`config.mk`:
```
export PLATFORM = sky130hd
export DESIGN_NAME = aks_key_select
export DESIGN_NICKNAME = d
export VERILOG_FILES = /design/src/hdl/aks_key_select.v
export VERILOG_INCLUDE_DIRS = /design/src /design/src/pkg
export SDC_FILE = /design/constraint.sdc
export NUM_CORES = 1
export LEC_CHECK = 0
export BUFFER_PORTS_ARGS = -buffer_cell sky130_fd_sc_hd__buf_2
export CAP_MARGIN = 20
export CORE_MARGIN = 3
export CORE_UTILIZATION = 52
export CTS_CLUSTER_DIAMETER = 40
export DETAILED_ROUTE_END_ITERATION = 8
export PLACE_DENSITY = 0.82
export SETUP_SLACK_MARGIN = 0.1
export SYNTH_ARGS = -nofsm -noshare
export SYNTH_HDL_FRONTEND = slang
export SYNTH_SLANG_ARGS = --single-unit
export TNS_END_PERCENT = 5
```
`constraint.sdc`:
```
create_clock -name clk -period 3.6 [get_ports clk]
set_clock_uncertainty 0.2 [all_clocks]
set_input_delay 0.36 -clock clk [delete_from_list [all_inputs] [get_ports clk]]
set_output_delay 0.36 -clock clk [all_outputs]
set_load 0.01 [all_outputs]
```
`src/pkg/aks_defines.vh`:
```
// Purpose: constants for the per-level address key register and key selection
// Assumes: 32-bit AHB-Lite register bus, four priority levels, 3-bit address keys
// Notes:   bit 15 of a key register is the operand-space-merge bit
`ifndef AKS_DEFINES_VH
`define AKS_DEFINES_VH

// register byte offsets
`define AKS_OFF_LEVEL0      8'h00
`define AKS_OFF_LEVEL1      8'h04
`define AKS_OFF_LEVEL2      8'h08
`define AKS_OFF_LEVEL3      8'h0C
`define AKS_OFF_SAR_KEY     8'h10
`define AKS_OFF_SOA_KEY     8'h14
`define AKS_OFF_CTRL        8'h18
`define AKS_OFF_STATUS      8'h1C

// key register field layout
`define AKS_MERGE_BIT       15
`define AKS_OP1_HI          10
`define AKS_OP1_LO          8
`define AKS_OP2_HI          6
`define AKS_OP2_LO          4
`define AKS_ISK_HI          2
`define AKS_ISK_LO          0
`define AKS_KEYREG_MASK     16'h8777
`define AKS_KEYREG_RESET    16'h0000
`define AKS_KEY_ZERO        3'h0

// access types presented by the sequencer
`define AKS_ACC_FETCH       4'h0
`define AKS_ACC_APPENDED    4'h1
`define AKS_ACC_OPND1       4'h2
`define AKS_ACC_OPND2       4'h3
`define AKS_ACC_INDIRECT    4'h4
`define AKS_ACC_DPT_WRITE   4'h5
`define AKS_ACC_CYCSTEAL    4'h6
`define AKS_ACC_DCB_FETCH   4'h7
`define AKS_ACC_CONSOLE     4'h8
`define AKS_ACC_STOP_CMP    4'h9
`define AKS_ACC_LSB_STORE   4'hA

// interrupt kinds
`define AKS_INT_PRIORITY    3'h0
`define AKS_INT_SVC         3'h1
`define AKS_INT_MCHECK      3'h2
`define AKS_INT_PCHECK      3'h3
`define AKS_INT_SOFTEXC     3'h4
`define AKS_INT_TRACE       3'h5
`define AKS_INT_CONSOLE     3'h6
`define AKS_INT_POWER       3'h7

// key-related instructions
`define AKS_OP_ENABLE       2'h0
`define AKS_OP_DISABLE      2'h1
`define AKS_OP_LOAD_BLOCK   2'h2
`define AKS_OP_LOAD_KEYREG  2'h3

`endif

```
`src/hdl/aks_key_select.v`:
```
// Purpose: per-level key registers and active address key selection for the translator
// Assumes: one clock, synchronous active-high reset, sequencer inputs synchronous to clk
// Notes:   every bus transfer takes one wait state; access answers come one cycle later
//
// Notes on behaviour
// - merge bit set: every data operand access uses the second operand key
// - key register holds first, second and instruction keys, low bits 8, 4, 0
// - merge set: first operand key ignored but kept; its accesses use second key
// - merge clear: first operand key is active for its own accesses
// - merge set by enable, level-block, key-register load; cleared by disable, loads
// - priority or class interrupt clears the merge bit of that level
// - instruction fetches use the instruction space key
// - storage-to-storage operand 1 reads and writes use first key if merge clear
// - other data accesses, not branch or jump, use the second operand key
// - cycle steal uses the control block key; control block fetch uses key 0
// - direct program transfer writes into storage use the second operand key
// - indirect accesses for branching use the instruction space key
// - address generation in operand space; appended words use instruction key
// - console uses storage address key; stop compare uses stop key when enabled
// - system reset and program load clear all keys and merge bits
// - any interrupt zeroes instruction and second operand keys of that level
// - supervisor call and soft trap: first key takes previous second key
// - machine and program check: first key takes last active processor key
// - trace interrupt: first key takes previous instruction space key
// - level status block store on class interrupt uses key 0
// - active key selects the segmentation register stack used by the translator
// - each priority level owns its own key register
//
// The address map and the AHB-Lite interface to the registers were chosen for this implementation.
`include "aks_defines.vh"
`default_nettype none

module aks_key_select (
  input  wire        clk,
  input  wire        rst,
  // ahb-lite slave
  input  wire        hsel,
  input  wire [31:0] haddr,
  input  wire [1:0]  htrans,
  input  wire        hwrite,
  input  wire [2:0]  hsize,
  input  wire [31:0] hwdata,
  input  wire        hready,
  output reg         hreadyout,
  output reg         hresp,
  output reg  [31:0] hrdata,
  // storage access requests from the sequencer
  input  wire        accReq,
  input  wire [3:0]  accType,
  input  wire [1:0]  accLevel,
  input  wire [2:0]  csKey,
  // key related instructions
  input  wire        opReq,
  input  wire [1:0]  opCode,
  input  wire [1:0]  opLevel,
  input  wire [15:0] opData,
  // interrupts
  input  wire        intReq,
  input  wire [2:0]  intKind,
  input  wire [1:0]  intLevel,
  // system reset or initial program load
  input  wire        clearAll,
  // to the translator
  output reg         keyValid,
  output reg  [2:0]  activeKey,
  output reg  [2:0]  segStack,
  output reg         translatorOn
);

  // bus state
  reg        busPend_q;
  reg        busWrite_q;
  reg [7:0]  busAddr_q;

  // key and console registers
  reg [15:0] levelKey_q [0:3];
  reg [2:0]  sarKey_q;
  reg [2:0]  soaKey_q;
  reg [2:0]  lastProcKey_q;
  reg [3:0]  lastType_q;

  wire       busTake;
  wire       busWr;
  wire [15:0] selReg;
  wire       selMerge;
  wire [2:0] selOp1;
  wire [2:0] selOp2;
  wire [2:0] selIsk;
  reg  [2:0] keyD;
  reg  [31:0] rdD;

  // an address phase is taken only when the bus is ready and the transfer is real
  assign busTake = hsel & htrans[1] & hready;
  assign busWr   = busPend_q & busWrite_q;

  // fields of the requesting level's register
  assign selReg   = levelKey_q[accLevel];
  assign selMerge = selReg[`AKS_MERGE_BIT];
  assign selOp1   = selReg[`AKS_OP1_HI:`AKS_OP1_LO];
  assign selOp2   = selReg[`AKS_OP2_HI:`AKS_OP2_LO];
  assign selIsk   = selReg[`AKS_ISK_HI:`AKS_ISK_LO];

  // bus handshake: one wait state, the data phase completes the transfer
  always @(posedge clk) begin
    if (rst) begin
      busPend_q  <= 1'b0;
      busWrite_q <= 1'b0;
      busAddr_q  <= 8'h00;
      hreadyout  <= 1'b1;
      hresp      <= 1'b0;
      hrdata     <= 32'h00000000;
    end else begin
      hresp <= 1'b0;
      if (busTake) begin
        busPend_q  <= 1'b1;
        busWrite_q <= hwrite;
        busAddr_q  <= haddr[7:0];
        hreadyout  <= 1'b0;
      end else if (busPend_q) begin
        busPend_q <= 1'b0;
        hreadyout <= 1'b1;
        hrdata    <= busWrite_q ? 32'h00000000 : rdD;
      end
    end
  end

  // read mux; unmapped words read zero and reserved bits read zero
  always @* begin
    rdD = 32'h00000000;
    case (busAddr_q)
      `AKS_OFF_LEVEL0:  rdD = {16'h0000, levelKey_q[0]};
      `AKS_OFF_LEVEL1:  rdD = {16'h0000, levelKey_q[1]};
      `AKS_OFF_LEVEL2:  rdD = {16'h0000, levelKey_q[2]};
      `AKS_OFF_LEVEL3:  rdD = {16'h0000, levelKey_q[3]};
      `AKS_OFF_SAR_KEY: rdD = {29'h00000000, sarKey_q};
      `AKS_OFF_SOA_KEY: rdD = {29'h00000000, soaKey_q};
      `AKS_OFF_CTRL:    rdD = {31'h00000000, translatorOn};
      `AKS_OFF_STATUS:  rdD = {21'h000000, lastType_q, activeKey, 1'b0, lastProcKey_q};
      default:          rdD = 32'h00000000;
    endcase
  end

  // one update path per level; reset beats interrupt beats instruction beats bus
  genvar lv;
  generate
    for (lv = 0; lv < 4; lv = lv + 1) begin : gLevel
      wire [15:0] cur;
      wire        hitInt;
      wire        hitOp;
      wire        hitBus;
      reg  [2:0]  newOp1;
      assign cur    = levelKey_q[lv];
      assign hitInt = intReq & (intLevel == lv);
      assign hitOp  = opReq & (opLevel == lv);
      assign hitBus = busWr & (busAddr_q == (`AKS_OFF_LEVEL0 + 8'h04 * lv));

      // first operand key left behind by each kind of interrupt
      always @* begin
        case (intKind)
          `AKS_INT_SVC,
          `AKS_INT_SOFTEXC: newOp1 = cur[`AKS_OP2_HI:`AKS_OP2_LO];
          `AKS_INT_MCHECK,
          `AKS_INT_PCHECK:  newOp1 = lastProcKey_q;
          `AKS_INT_TRACE:   newOp1 = cur[`AKS_ISK_HI:`AKS_ISK_LO];
          default:          newOp1 = `AKS_KEY_ZERO;
        endcase
      end

      always @(posedge clk) begin
        if (rst || clearAll) begin
          levelKey_q[lv] <= `AKS_KEYREG_RESET;
        end else if (hitInt) begin
          // merge off, interrupt routines run in space 0
          levelKey_q[lv] <= {1'b0, 4'h0, newOp1, 1'b0, `AKS_KEY_ZERO,
                             1'b0, `AKS_KEY_ZERO};
        end else if (hitOp) begin
          case (opCode)
            `AKS_OP_ENABLE:
              levelKey_q[lv] <= {cur[15] | opData[`AKS_MERGE_BIT], cur[14:0]};
            `AKS_OP_DISABLE:
              levelKey_q[lv] <= {1'b0, cur[14:0]};
            default:
              levelKey_q[lv] <= opData & `AKS_KEYREG_MASK;
          endcase
        end else if (hitBus) begin
          levelKey_q[lv] <= hwdata[15:0] & `AKS_KEYREG_MASK;
        end
      end
    end
  endgenerate

  // console keys and translator state; disable also drops the translator
  always @(posedge clk) begin
    if (rst || clearAll) begin
      sarKey_q     <= `AKS_KEY_ZERO;
      soaKey_q     <= `AKS_KEY_ZERO;
      translatorOn <= 1'b0;
    end else begin
      if (busWr && busAddr_q == `AKS_OFF_SAR_KEY) begin
        sarKey_q <= hwdata[2:0];
      end
      if (busWr && busAddr_q == `AKS_OFF_SOA_KEY) begin
        soaKey_q <= hwdata[2:0];
      end
      if (opReq && opCode == `AKS_OP_ENABLE) begin
        translatorOn <= 1'b1;
      end else if (opReq && opCode == `AKS_OP_DISABLE) begin
        translatorOn <= 1'b0;
      end else if (busWr && busAddr_q == `AKS_OFF_CTRL) begin
        translatorOn <= hwdata[0];
      end
    end
  end

  // active key choice for one access
  always @* begin
    case (accType)
      `AKS_ACC_FETCH:     keyD = selIsk;
      `AKS_ACC_APPENDED:  keyD = selIsk;
      `AKS_ACC_INDIRECT:  keyD = selIsk;
      // operand 1 of a storage-to-storage op, including its address generation
      `AKS_ACC_OPND1:     keyD = selMerge ? selOp2 : selOp1;
      `AKS_ACC_OPND2:     keyD = selOp2;
      `AKS_ACC_DPT_WRITE: keyD = selOp2;
      `AKS_ACC_CYCSTEAL:  keyD = csKey;
      `AKS_ACC_DCB_FETCH: keyD = `AKS_KEY_ZERO;
      `AKS_ACC_CONSOLE:   keyD = sarKey_q;
      // with the translator off the compare is on the raw address, key irrelevant
      `AKS_ACC_STOP_CMP:  keyD = translatorOn ? soaKey_q : `AKS_KEY_ZERO;
      `AKS_ACC_LSB_STORE: keyD = `AKS_KEY_ZERO;
      default:            keyD = selOp2;
    endcase
  end

  // registered answer to the translator; key doubles as the stack number
  always @(posedge clk) begin
    if (rst) begin
      keyValid      <= 1'b0;
      activeKey     <= `AKS_KEY_ZERO;
      segStack      <= `AKS_KEY_ZERO;
      lastProcKey_q <= `AKS_KEY_ZERO;
      lastType_q    <= 4'h0;
    end else begin
      keyValid <= accReq;
      if (clearAll) begin
        lastProcKey_q <= `AKS_KEY_ZERO;
      end else if (accReq && accType <= `AKS_ACC_DPT_WRITE) begin
        // only processor accesses count toward the machine/program check key
        lastProcKey_q <= keyD;
      end
      if (accReq) begin
        activeKey  <= keyD;
        segStack   <= keyD;
        lastType_q <= accType;
      end
    end
  end

endmodule

`default_nettype wire

```
==> results of run 1 <==
sequential cells by signal (all words and copies together), names as in the netlist, 3 cells and up:
name / cells
segStack: 3
levelKey_q: 40
soaKey_q: 3
sarKey_q: 3
lastProcKey_q: 3
busAddr_q: 8
hrdata: 12
lastType_q: 4
critical path, stage by stage (launching register included):
cell     delay (ns)
dfxtp_1        0.54
or3_1          0.60
nor3_1         0.48
nor2_1         0.13
o21ai_0        0.18
buf_4          0.21
placed cells by master, fill, tap and decap left out, types with 4 or more instances in the layout:
cell | synthesis | final
mux4_1 | 9 | 9
mux2i_1 | 15 | 15
o21a_1 | 13 | 13
buf_4 | 24 | 12
nand2_1 | 49 | 49
a22oi_1 | 23 | 23
nor3b_1 | 5 | 5
mux2_2 | 4 | 4
nor4_1 | 5 | 5
mux4_2 | 6 | 6
a221oi_1 | 4 | 4
a22o_1 | 26 | 26
a211oi_1 | 4 | 4
clkbuf_8 | 0 | 10
a221o_1 | 10 | 10
a21oi_1 | 29 | 29
edfxtp_1 | 40 | 40
buf_2 | 6 | 80
or3_1 | 4 | 4
nand3_1 | 13 | 13
nand2b_1 | 4 | 4
inv_1 | 7 | 7
nor2_1 | 42 | 42
dfxtp_1 | 41 | 41
conb_1 | 1 | 17
nor3_1 | 9 | 9
o21ai_0 | 19 | 19
nand3b_1 | 8 | 8
path summary, 6_finish.rpt:
| kind | end | slack (ns) | cells past startpoint |
|---|---|---|---|
| worst max-delay path | levelKey_q[2][8] | 0.96 | 5 |
| worst min-delay path | busAddr_q[0] | 0.04 | 3 |
| worst max register to register | levelKey_q[2][8] | 0.96 | 5 |
| worst min register to register | hrdata[1] | 0.25 | 2 |
final cells by class:
type                            instances  area share
Clock buffer                           13      0.0351
Clock inverter                          3     0.00774
Inverter                                7     0.00478
Multi-Input combinational cell        364       0.471
Sequential cell                        81       0.368
Tap cell                              108      0.0246
Timing Repair Buffer                   92      0.0893
layer usage:
layer	share of wire	wire [µm]	vias up
li1	-	-	1984
met1	0.42	5710	2078
met2	0.47	6420	201
met3	0.075	1010	33
met4	0.034	458	0
met5	0	0	-
logic make-up after synthesis:
logic type             after synthesis  synth area share
AND/OR/NAND/NOR                    163             0.172
AO/OA/AOI/OAI                      148             0.224
flip-flops                          81             0.414
buffers and inverters               62            0.0692
multiplexers                        34             0.116
XOR/XNOR                             2           0.00359
other                                1          0.000768
power groups by stage:
stage / logic [mW] / registers [mW] / clock network [mW]
finish: 0.279 / 1.04 / 0.766
CTS: 0.274 / 1.04 / 0.774
floorplan: 0.189 / 1.04 / 0
global route: 0.303 / 1.04 / 0.814
global placement: 0.267 / 1.05 / 0
detailed placement: 0.273 / 1.06 / 0
through the flow:
| step | util | hold WS (ns) | setup WS (ns) |
|---|---|---|---|
| floorplan | - | 0.244 | 0.945 |
| global placement | 0.589 | 0.230 | 1.05 |
| detailed placement | 0.589 | 0.237 | 1.03 |
| CTS | 0.615 | 0.0181 | 1.01 |
| global route | 0.615 | 0.0247 | 0.856 |
| finish | 0.615 | 0.0372 | 0.961 |
==> flow_summary.ini, run 1 <==
[status]
status = complete, no violations

[timing]
tightest_slew_ns = 0.703
fmax_mhz = 379
setup_viol = 0
finalHoldViolations = 0
finalSetupTns_ns = 0
fin_crit_ns = 2.64
slew_headroom = 0.529
post-route-period-util = 0.733
rsz0062_at_grt = false
slew_viol_final = 0

[critical_path]
critPathArrivalTime_ns = 2.50
cp.required_ns = 3.46
end_kind = flop
worstSetupStartpoint = busAddr_q[4]
startpoint_type = flop
crit_fanout = 18
r2r_start = busAddr_q[4]
path_class = reg2reg

[detailed_routing]
dr.pass1.iters = 5
ant_nets = 0
drt_first_iter_violations = 340
wirelength_mm = 13.6
remaining_drc_errors = 0
routed_via_density = 6.43
num_vias = 4296
avgRoutedWirePerCell_um = 20.4

[layout]
n_fill_cell = 760
multi_input_area_um2 = 2580
drive_gt1_frac = 0.232
seq_area_um2 = 2020
fin_area_um2 = 5490
syn_to_final_growth_pct = 12.5
fin_nets = 667
final_cell_count_no_fill = 668
n_antenna_cell = 0

[grt]
grt.busiest_layer = met2
use_met3 = 0.0480
antenna_found_initial = 0
grtUsageMet2 = 0.417
grt.overflow.total = 0
track_usage = 0.264
grt_pass1_wl_mm = 21.1
grt_pass1_vias = 3910
grt_use_met1 = 0.356
grt_max_degree = 25

[die]
io_pins = 154
fp.coreArea_um2 = 8930
initial_core_util = 0.547
die_w_um = 103
fp-row-count = 34
die_h_um = 103
dieArea_um2 = 10600

[place]
gp_congestion = 0.866
port_buffers = 80
placed_cells = 652
hpwlAfterDp_mm = 10.4
placed_area_um2 = 5260

[synth]
synth_most_common_cell = nand2_1
syn_area_um2 = 4880
async_flop_share = 0
synth_top_area_frac = 0.246
synth_area_leaders = edfxtp_1 25%, dfxtp_1 17%, mux4_1 4.8%
ys_seq_area_frac = 0.414
synth_edf_count = 40
synthCells = 491
synth.avg_cell_area_um2 = 9.95
yosys_warnings = 0
ys_ff_latch = 81
synth_common_cells = 49 x nand2_1, 42 x nor2_1, 41 x dfxtp_1
ys.flop_type = dfxtp_1
synth.distinct_cells = 61
post-synth-top-area-cell = edfxtp_1

[pwr]
powerDensity_nw_per_um2 = 379
pwr-share-clk = 0.368
power.net_switching_mw = 0.545
power_leakage_nw = 2.15
switching_share = 0.262
p_total_mw = 2.08
vdd_ir_drop_max_v = 0.000223
pwr-share-seq = 0.498
comb_power_share = 0.134
intPower_mw = 1.54

[clocking]
clock_latency_ns = 0.36
clk_pin_slew_worst_paths_ns = 0.08
post_cts.repair.setup_buffers = 0
cts_tree = yes
clockBufferDepth = 2
cts_buffers = 9
holdBufCountCts = 0
cts-root-buf = clkbuf_8
cts.sinks = 81
htreeDepth = 3
post_cts_resized = 0

[hold_path]
hold_class = in2reg
hp-start = haddr[0]

[job]
maxCapViolCount = 0
Power figures use the tool's default switching activity.
==> run 2: changes to the inputs <==
--- a/config.mk
+++ b/config.mk
@@ -9,10 +9,10 @@
 export BUFFER_PORTS_ARGS = -buffer_cell sky130_fd_sc_hd__buf_2
 export CAP_MARGIN = 20
 export CORE_MARGIN = 3
-export CORE_UTILIZATION = 52
+export CORE_UTILIZATION = 47
 export CTS_CLUSTER_DIAMETER = 40
 export DETAILED_ROUTE_END_ITERATION = 8
-export PLACE_DENSITY = 0.82
+export PLACE_DENSITY = 0.78
 export SETUP_SLACK_MARGIN = 0.1
 export SYNTH_ARGS = -nofsm -noshare
 export SYNTH_HDL_FRONTEND = slang
==> constraint.sdc (replaced) <==
create_clock -name clk -period 2.31 [get_ports clk]
set_clock_uncertainty 0.2 [all_clocks]
set_input_delay 0.231 -clock clk [delete_from_list [all_inputs] [get_ports clk]]
set_output_delay 0.231 -clock clk [all_outputs]
set_load 0.01 [all_outputs]
==> flow_summary.ini, run 2 (synthesis results as in run 1) <==
[place]
hpwlAfterDp_mm = 10.9
placed_cells = 699
gp_congestion = 0.961
port_buffers = 80

[critical_path]
rr_worst_depth = 5
critPathArrivalTime_ns = 2.24
cp.required_ns = 2.38
path_class = reg2reg
startpoint_type = flop
crit_fanout = 4
end_kind = flop

[clocking]
clk_pin_slew_worst_paths_ns = 0.09
cts_buffers = 9
htreeDepth = 3
cts.sinks = 81
clockBufferDepth = 2
cts_tree = yes
clock_latency_ns = 0.35
cts-root-buf = clkbuf_8

[layout]
largest_register = levelKey_q
final_cell_count_no_fill = 728
n_antenna_cell = 0
fin_nets = 702
mostFrequentLayoutCell = buf_2
syn_to_final_growth_pct = 20.9
largest_reg_flops = 40
drive_gt1_frac = 0.281
layout_top_registers = levelKey_q x40, hrdata x12, busAddr_q x8
mostFrequentLayoutCells = 80 x buf_2, 49 x nand2_1, 41 x nor2_1

[detailed_routing]
routed_via_density = 5.99
wirelength_mm = 13.9
dr.pass1.iters = 5
wl_met3_mm = 1.02
routed-wl-met2_mm = 6.57
num_vias = 4361
drt_first_iter_violations = 368
remaining_drc_errors = 0
met1Wirelength_mm = 6.08
top_layer = met4
ant_nets = 0
avgRoutedWirePerCell_um = 19.1

[status]
status = complete, no violations

[die]
die_h_um = 108
io_pins = 154
fp-row-count = 36
fp.coreArea_um2 = 9950
die_w_um = 108
initial_core_util = 0.491
dieArea_um2 = 11700

[timing]
tightest_slew_ns = 0.988
slew_headroom = 0.339
setup_viol = 0
post-route-period-util = 0.938
fin_crit_ns = 2.17
fmax_mhz = 462
slew_viol_final = 0
finalSetupTns_ns = 0
rsz0062_at_grt = true
finalHoldViolations = 0

[grt]
grt_pass1_vias = 4062
grt.overflow.total = 0
grt_pass1_wl_mm = 21.5
antenna_found_initial = 0
grt_max_degree = 27
track_usage = 0.238

[pwr]
power_leakage_nw = 2.32
vdd_ir_drop_max_v = 0.000276
powerDensity_nw_per_um2 = 523
p_total_mw = 3.09

[hold_path]
hold_class = in2reg
holdPathStages = 2

[job]
maxCapViolCount = 0
## run 2: cell types whose count changed in the layout (fill, tap and decap cells not counted), moves of 3 or more
cell and change:
a2111oi_0 -3, buf_4 +18, inv_6 +3, dlygate4sd3_1 +12, buf_12 +3
## run 2: per-layer routing
layer | track usage | vias to the layer above
met1 | 0.324 | 2072
met4 | 0.0649 | 0
met3 | 0.0472 | 24
li1 | - | 2060
met5 | 0 | -
met2 | 0.388 | 205
## run 2: power breakdown
group,internal [mW],leakage [nW],switching [mW]
Combinational,0.211,1.44,0.286
Clock,0.433,0.0946,0.549
Sequential,1.56,0.785,0.0489
## run 2: critical path, cell delays in order (launching register included)
cell	delay, ns
edfxtp_1	0.44
mux4_2	0.60
a221oi_4	0.27
o221ai_1	0.15
o21a_1	0.21
a211oi_2	0.22
## run 2: area by class of cell
class | count | area [µm²]
Fill cell | 856 | 4050
Multi-Input combinational cell | 364 | 2680
Sequential cell | 81 | 2020
Timing Repair Buffer | 127 | 828
Tap cell | 133 | 166
Clock buffer | 10 | 138
Clock inverter | 6 | 46.3
Inverter | 7 | 26.3
## run 2: per-stage QoR
| stage | cell area (µm²) | hold slack [ns] | util | setup WS (ns) |
|---|---|---|---|---|
| finish | 5910 | 0.0223 | 0.593 | 0.144 |
| global placement | 5510 | 0.232 | 0.553 | 0.0617 |
| global route | 5910 | 0.0161 | 0.593 | 0.0633 |
| floorplan | 4960 | 0.167 | - | 0.0936 |
| detailed placement | 5510 | 0.236 | 0.553 | 0.0179 |
| CTS | 5810 | 0.000115 | 0.584 | 0.0335 |
## run 2: worst paths after layout
check                    startpoint           endpoint  slack, ns
setup / recovery  levelKey_q[3][15]        segStack[2]       0.14
hold / removal           hwdata[15]  levelKey_q[3][15]       0.02
setup reg to reg  levelKey_q[3][15]        segStack[2]       0.14
hold reg to reg           hrdata[0]          hrdata[0]       0.26
## run 2: timing repair
action	CTS	global route
setup endpoints to repair	35	67
setup buffers	0	1
gates cloned	0	0
hold buffers	12	0
endpoints found under the hold margin	12	0
resized for setup	0	18
pin swaps	1	5
==> run 3: changes to the inputs <==
==> constraint.sdc (replaced) <==
create_clock -name clk -period 2.31 [get_ports clk]
set_clock_uncertainty 0.2 [all_clocks]
set_input_delay 0.1155 -clock clk [delete_from_list [all_inputs] [get_ports clk]]
set_output_delay 0.1155 -clock clk [all_outputs]
set_load 0.01 [all_outputs]
==> flow_summary.ini, run 3 (synthesis results as in run 1) <==
[clocking]
cts.sinks = 81
htreeDepth = 3
clk_pin_slew_worst_paths_ns = 0.10
cts_buffers = 9
clock_latency_ns = 0.35
cts-root-buf = clkbuf_8
clockBufferDepth = 2
cts_tree = yes

[pwr]
p_total_mw = 3.08
pwr-share-clk = 0.313
comb_power_share = 0.164
power_leakage_nw = 2.37
pwr-share-seq = 0.523
powerDensity_nw_per_um2 = 512
power.net_switching_mw = 0.896
intPower_mw = 2.19
vdd_ir_drop_max_v = 0.000264
switching_share = 0.291

[timing]
setup_ws_ns = 0.101
slew_viol_final = 0
tightest_slew_ns = 0.967
finalHoldViolations = 0
post-route-period-util = 0.956
setup_viol = 0
rsz0062_at_grt = true
finalSetupTns_ns = 0
slew_headroom = 0.353
fmax_mhz = 453
fin_crit_ns = 2.21

[detailed_routing]
avgRoutedWirePerCell_um = 18.8
ant_nets = 0
remaining_drc_errors = 0
drt_first_iter_violations = 420
routed_via_density = 6.00
dr.pass1.iters = 6
wirelength_mm = 14.0
num_vias = 4477

[die]
fp-row-count = 36
io_pins = 154
die_h_um = 108
die_w_um = 108
initial_core_util = 0.491
fp.coreArea_um2 = 9950
dieArea_um2 = 11700

[critical_path]
crit_family = compound AO/OA/AOI/OAI gates
cp.required_ns = 2.33
cp_num_buf_inv = 0
slowest_delay_ns = 0.57
startpoint_type = flop
crit_fanout = 3
path_class = reg2reg
critPathArrivalTime_ns = 2.23
crit_path_top_delay_cell = mux4_1
end_kind = flop
path_cells = mux4_1 -> a2111oi_0 -> o21a_1 -> a21oi_1

[layout]
mostFrequentLayoutCell = buf_2
largest_register = levelKey_q
largest_reg_flops = 40
drive_gt1_frac = 0.253
fin_area_um2 = 6020
mostFrequentLayoutCells = 80 x buf_2, 49 x nand2_1, 41 x nor2_1, 41 x dfxtp_1, 40 x edfxtp_1
syn_to_final_growth_pct = 23.2
layout_top_registers = levelKey_q x40, hrdata x12, busAddr_q x8
n_antenna_cell = 0
fin_nets = 720

[place]
gp_congestion = 0.893
port_buffers = 80
place_ws_ns = 0.0554
placed_area_um2 = 5450
hpwlAfterDp_mm = 10.9

[grt]
grt_pass1_wl_mm = 22.5
grt_max_degree = 27
grt_pass1_vias = 4248
antenna_found_initial = 0
track_usage = 0.249
grt.overflow.total = 0

[status]
status = complete, no violations

[job]
maxCapViolCount = 0

[hold_path]
hold_class = in2reg
[run 3: final timing paths]
check	from	slack [ns]	endpoint	cells after the start
worst max-delay path	levelKey_q[0][1]	0.10	lastProcKey_q[1]	4
worst min-delay path	accType[2]	0.03	lastType_q[2]	3
worst max register to register	levelKey_q[0][1]	0.10	lastProcKey_q[1]	4
worst min register to register	hrdata[0]	0.26	hrdata[0]	1
[run 3: area by class of cell]
type	instances	area, µm²
Clock buffer	9	124
Multi-Input combinational cell	364	2620
Fill cell	843	3940
Inverter	7	26.3
Sequential cell	81	2020
Clock inverter	7	55.1
Tap cell	133	166
Timing Repair Buffer	145	1000
[run 3: layer usage]
layer | vias to the layer above | part of all wire | track usage
li1 | 2094 | - | -
met1 | 2102 | 0.42 | 0.344
met2 | 250 | 0.47 | 0.407
met3 | 31 | 0.081 | 0.0370
met4 | 0 | 0.026 | 0.0794
met5 | - | 0 | 0
[run 3: what timing repair did]
action                     in CTS  in global routing
pin swaps                       0                  2
hold endpoints to repair       60                  0
hold buffers                   35                  0
cloned                          0                  0
setup endpoints to repair      31                 59
setup buffers                   0                  2
resized for setup               1                  4
[run 3: power groups by stage]
| stage | Combinational [mW] | Clock [mW] | Sequential, mW |
|---|---|---|---|
| 6_report | 0.506 | 0.964 | 1.61 |
| 5_1_grt | 0.552 | 1.04 | 1.62 |
| 4_1_cts | 0.496 | 0.963 | 1.61 |
| 3_5_place_dp | 0.448 | 0 | 1.64 |
| 3_3_place_gp | 0.439 | 0 | 1.64 |
| 2_1_floorplan | 0.297 | 0 | 1.62 |
[run 3: through the flow]
stage	util	hold slack [ns]	cells
2_1_floorplan	-	0.0511	507
3_3_place_gp	0.547	0.159	693
3_5_place_dp	0.547	0.165	693
4_1_cts	0.601	0.0115	744
5_1_grt	0.604	0.0393	746
6_report	0.604	0.0284	746
[run 3: worst min-delay path, cell delays in order]
cell,delay (ns)
buf_2,0.19
mux2i_1,0.17
nor2_1,0.05
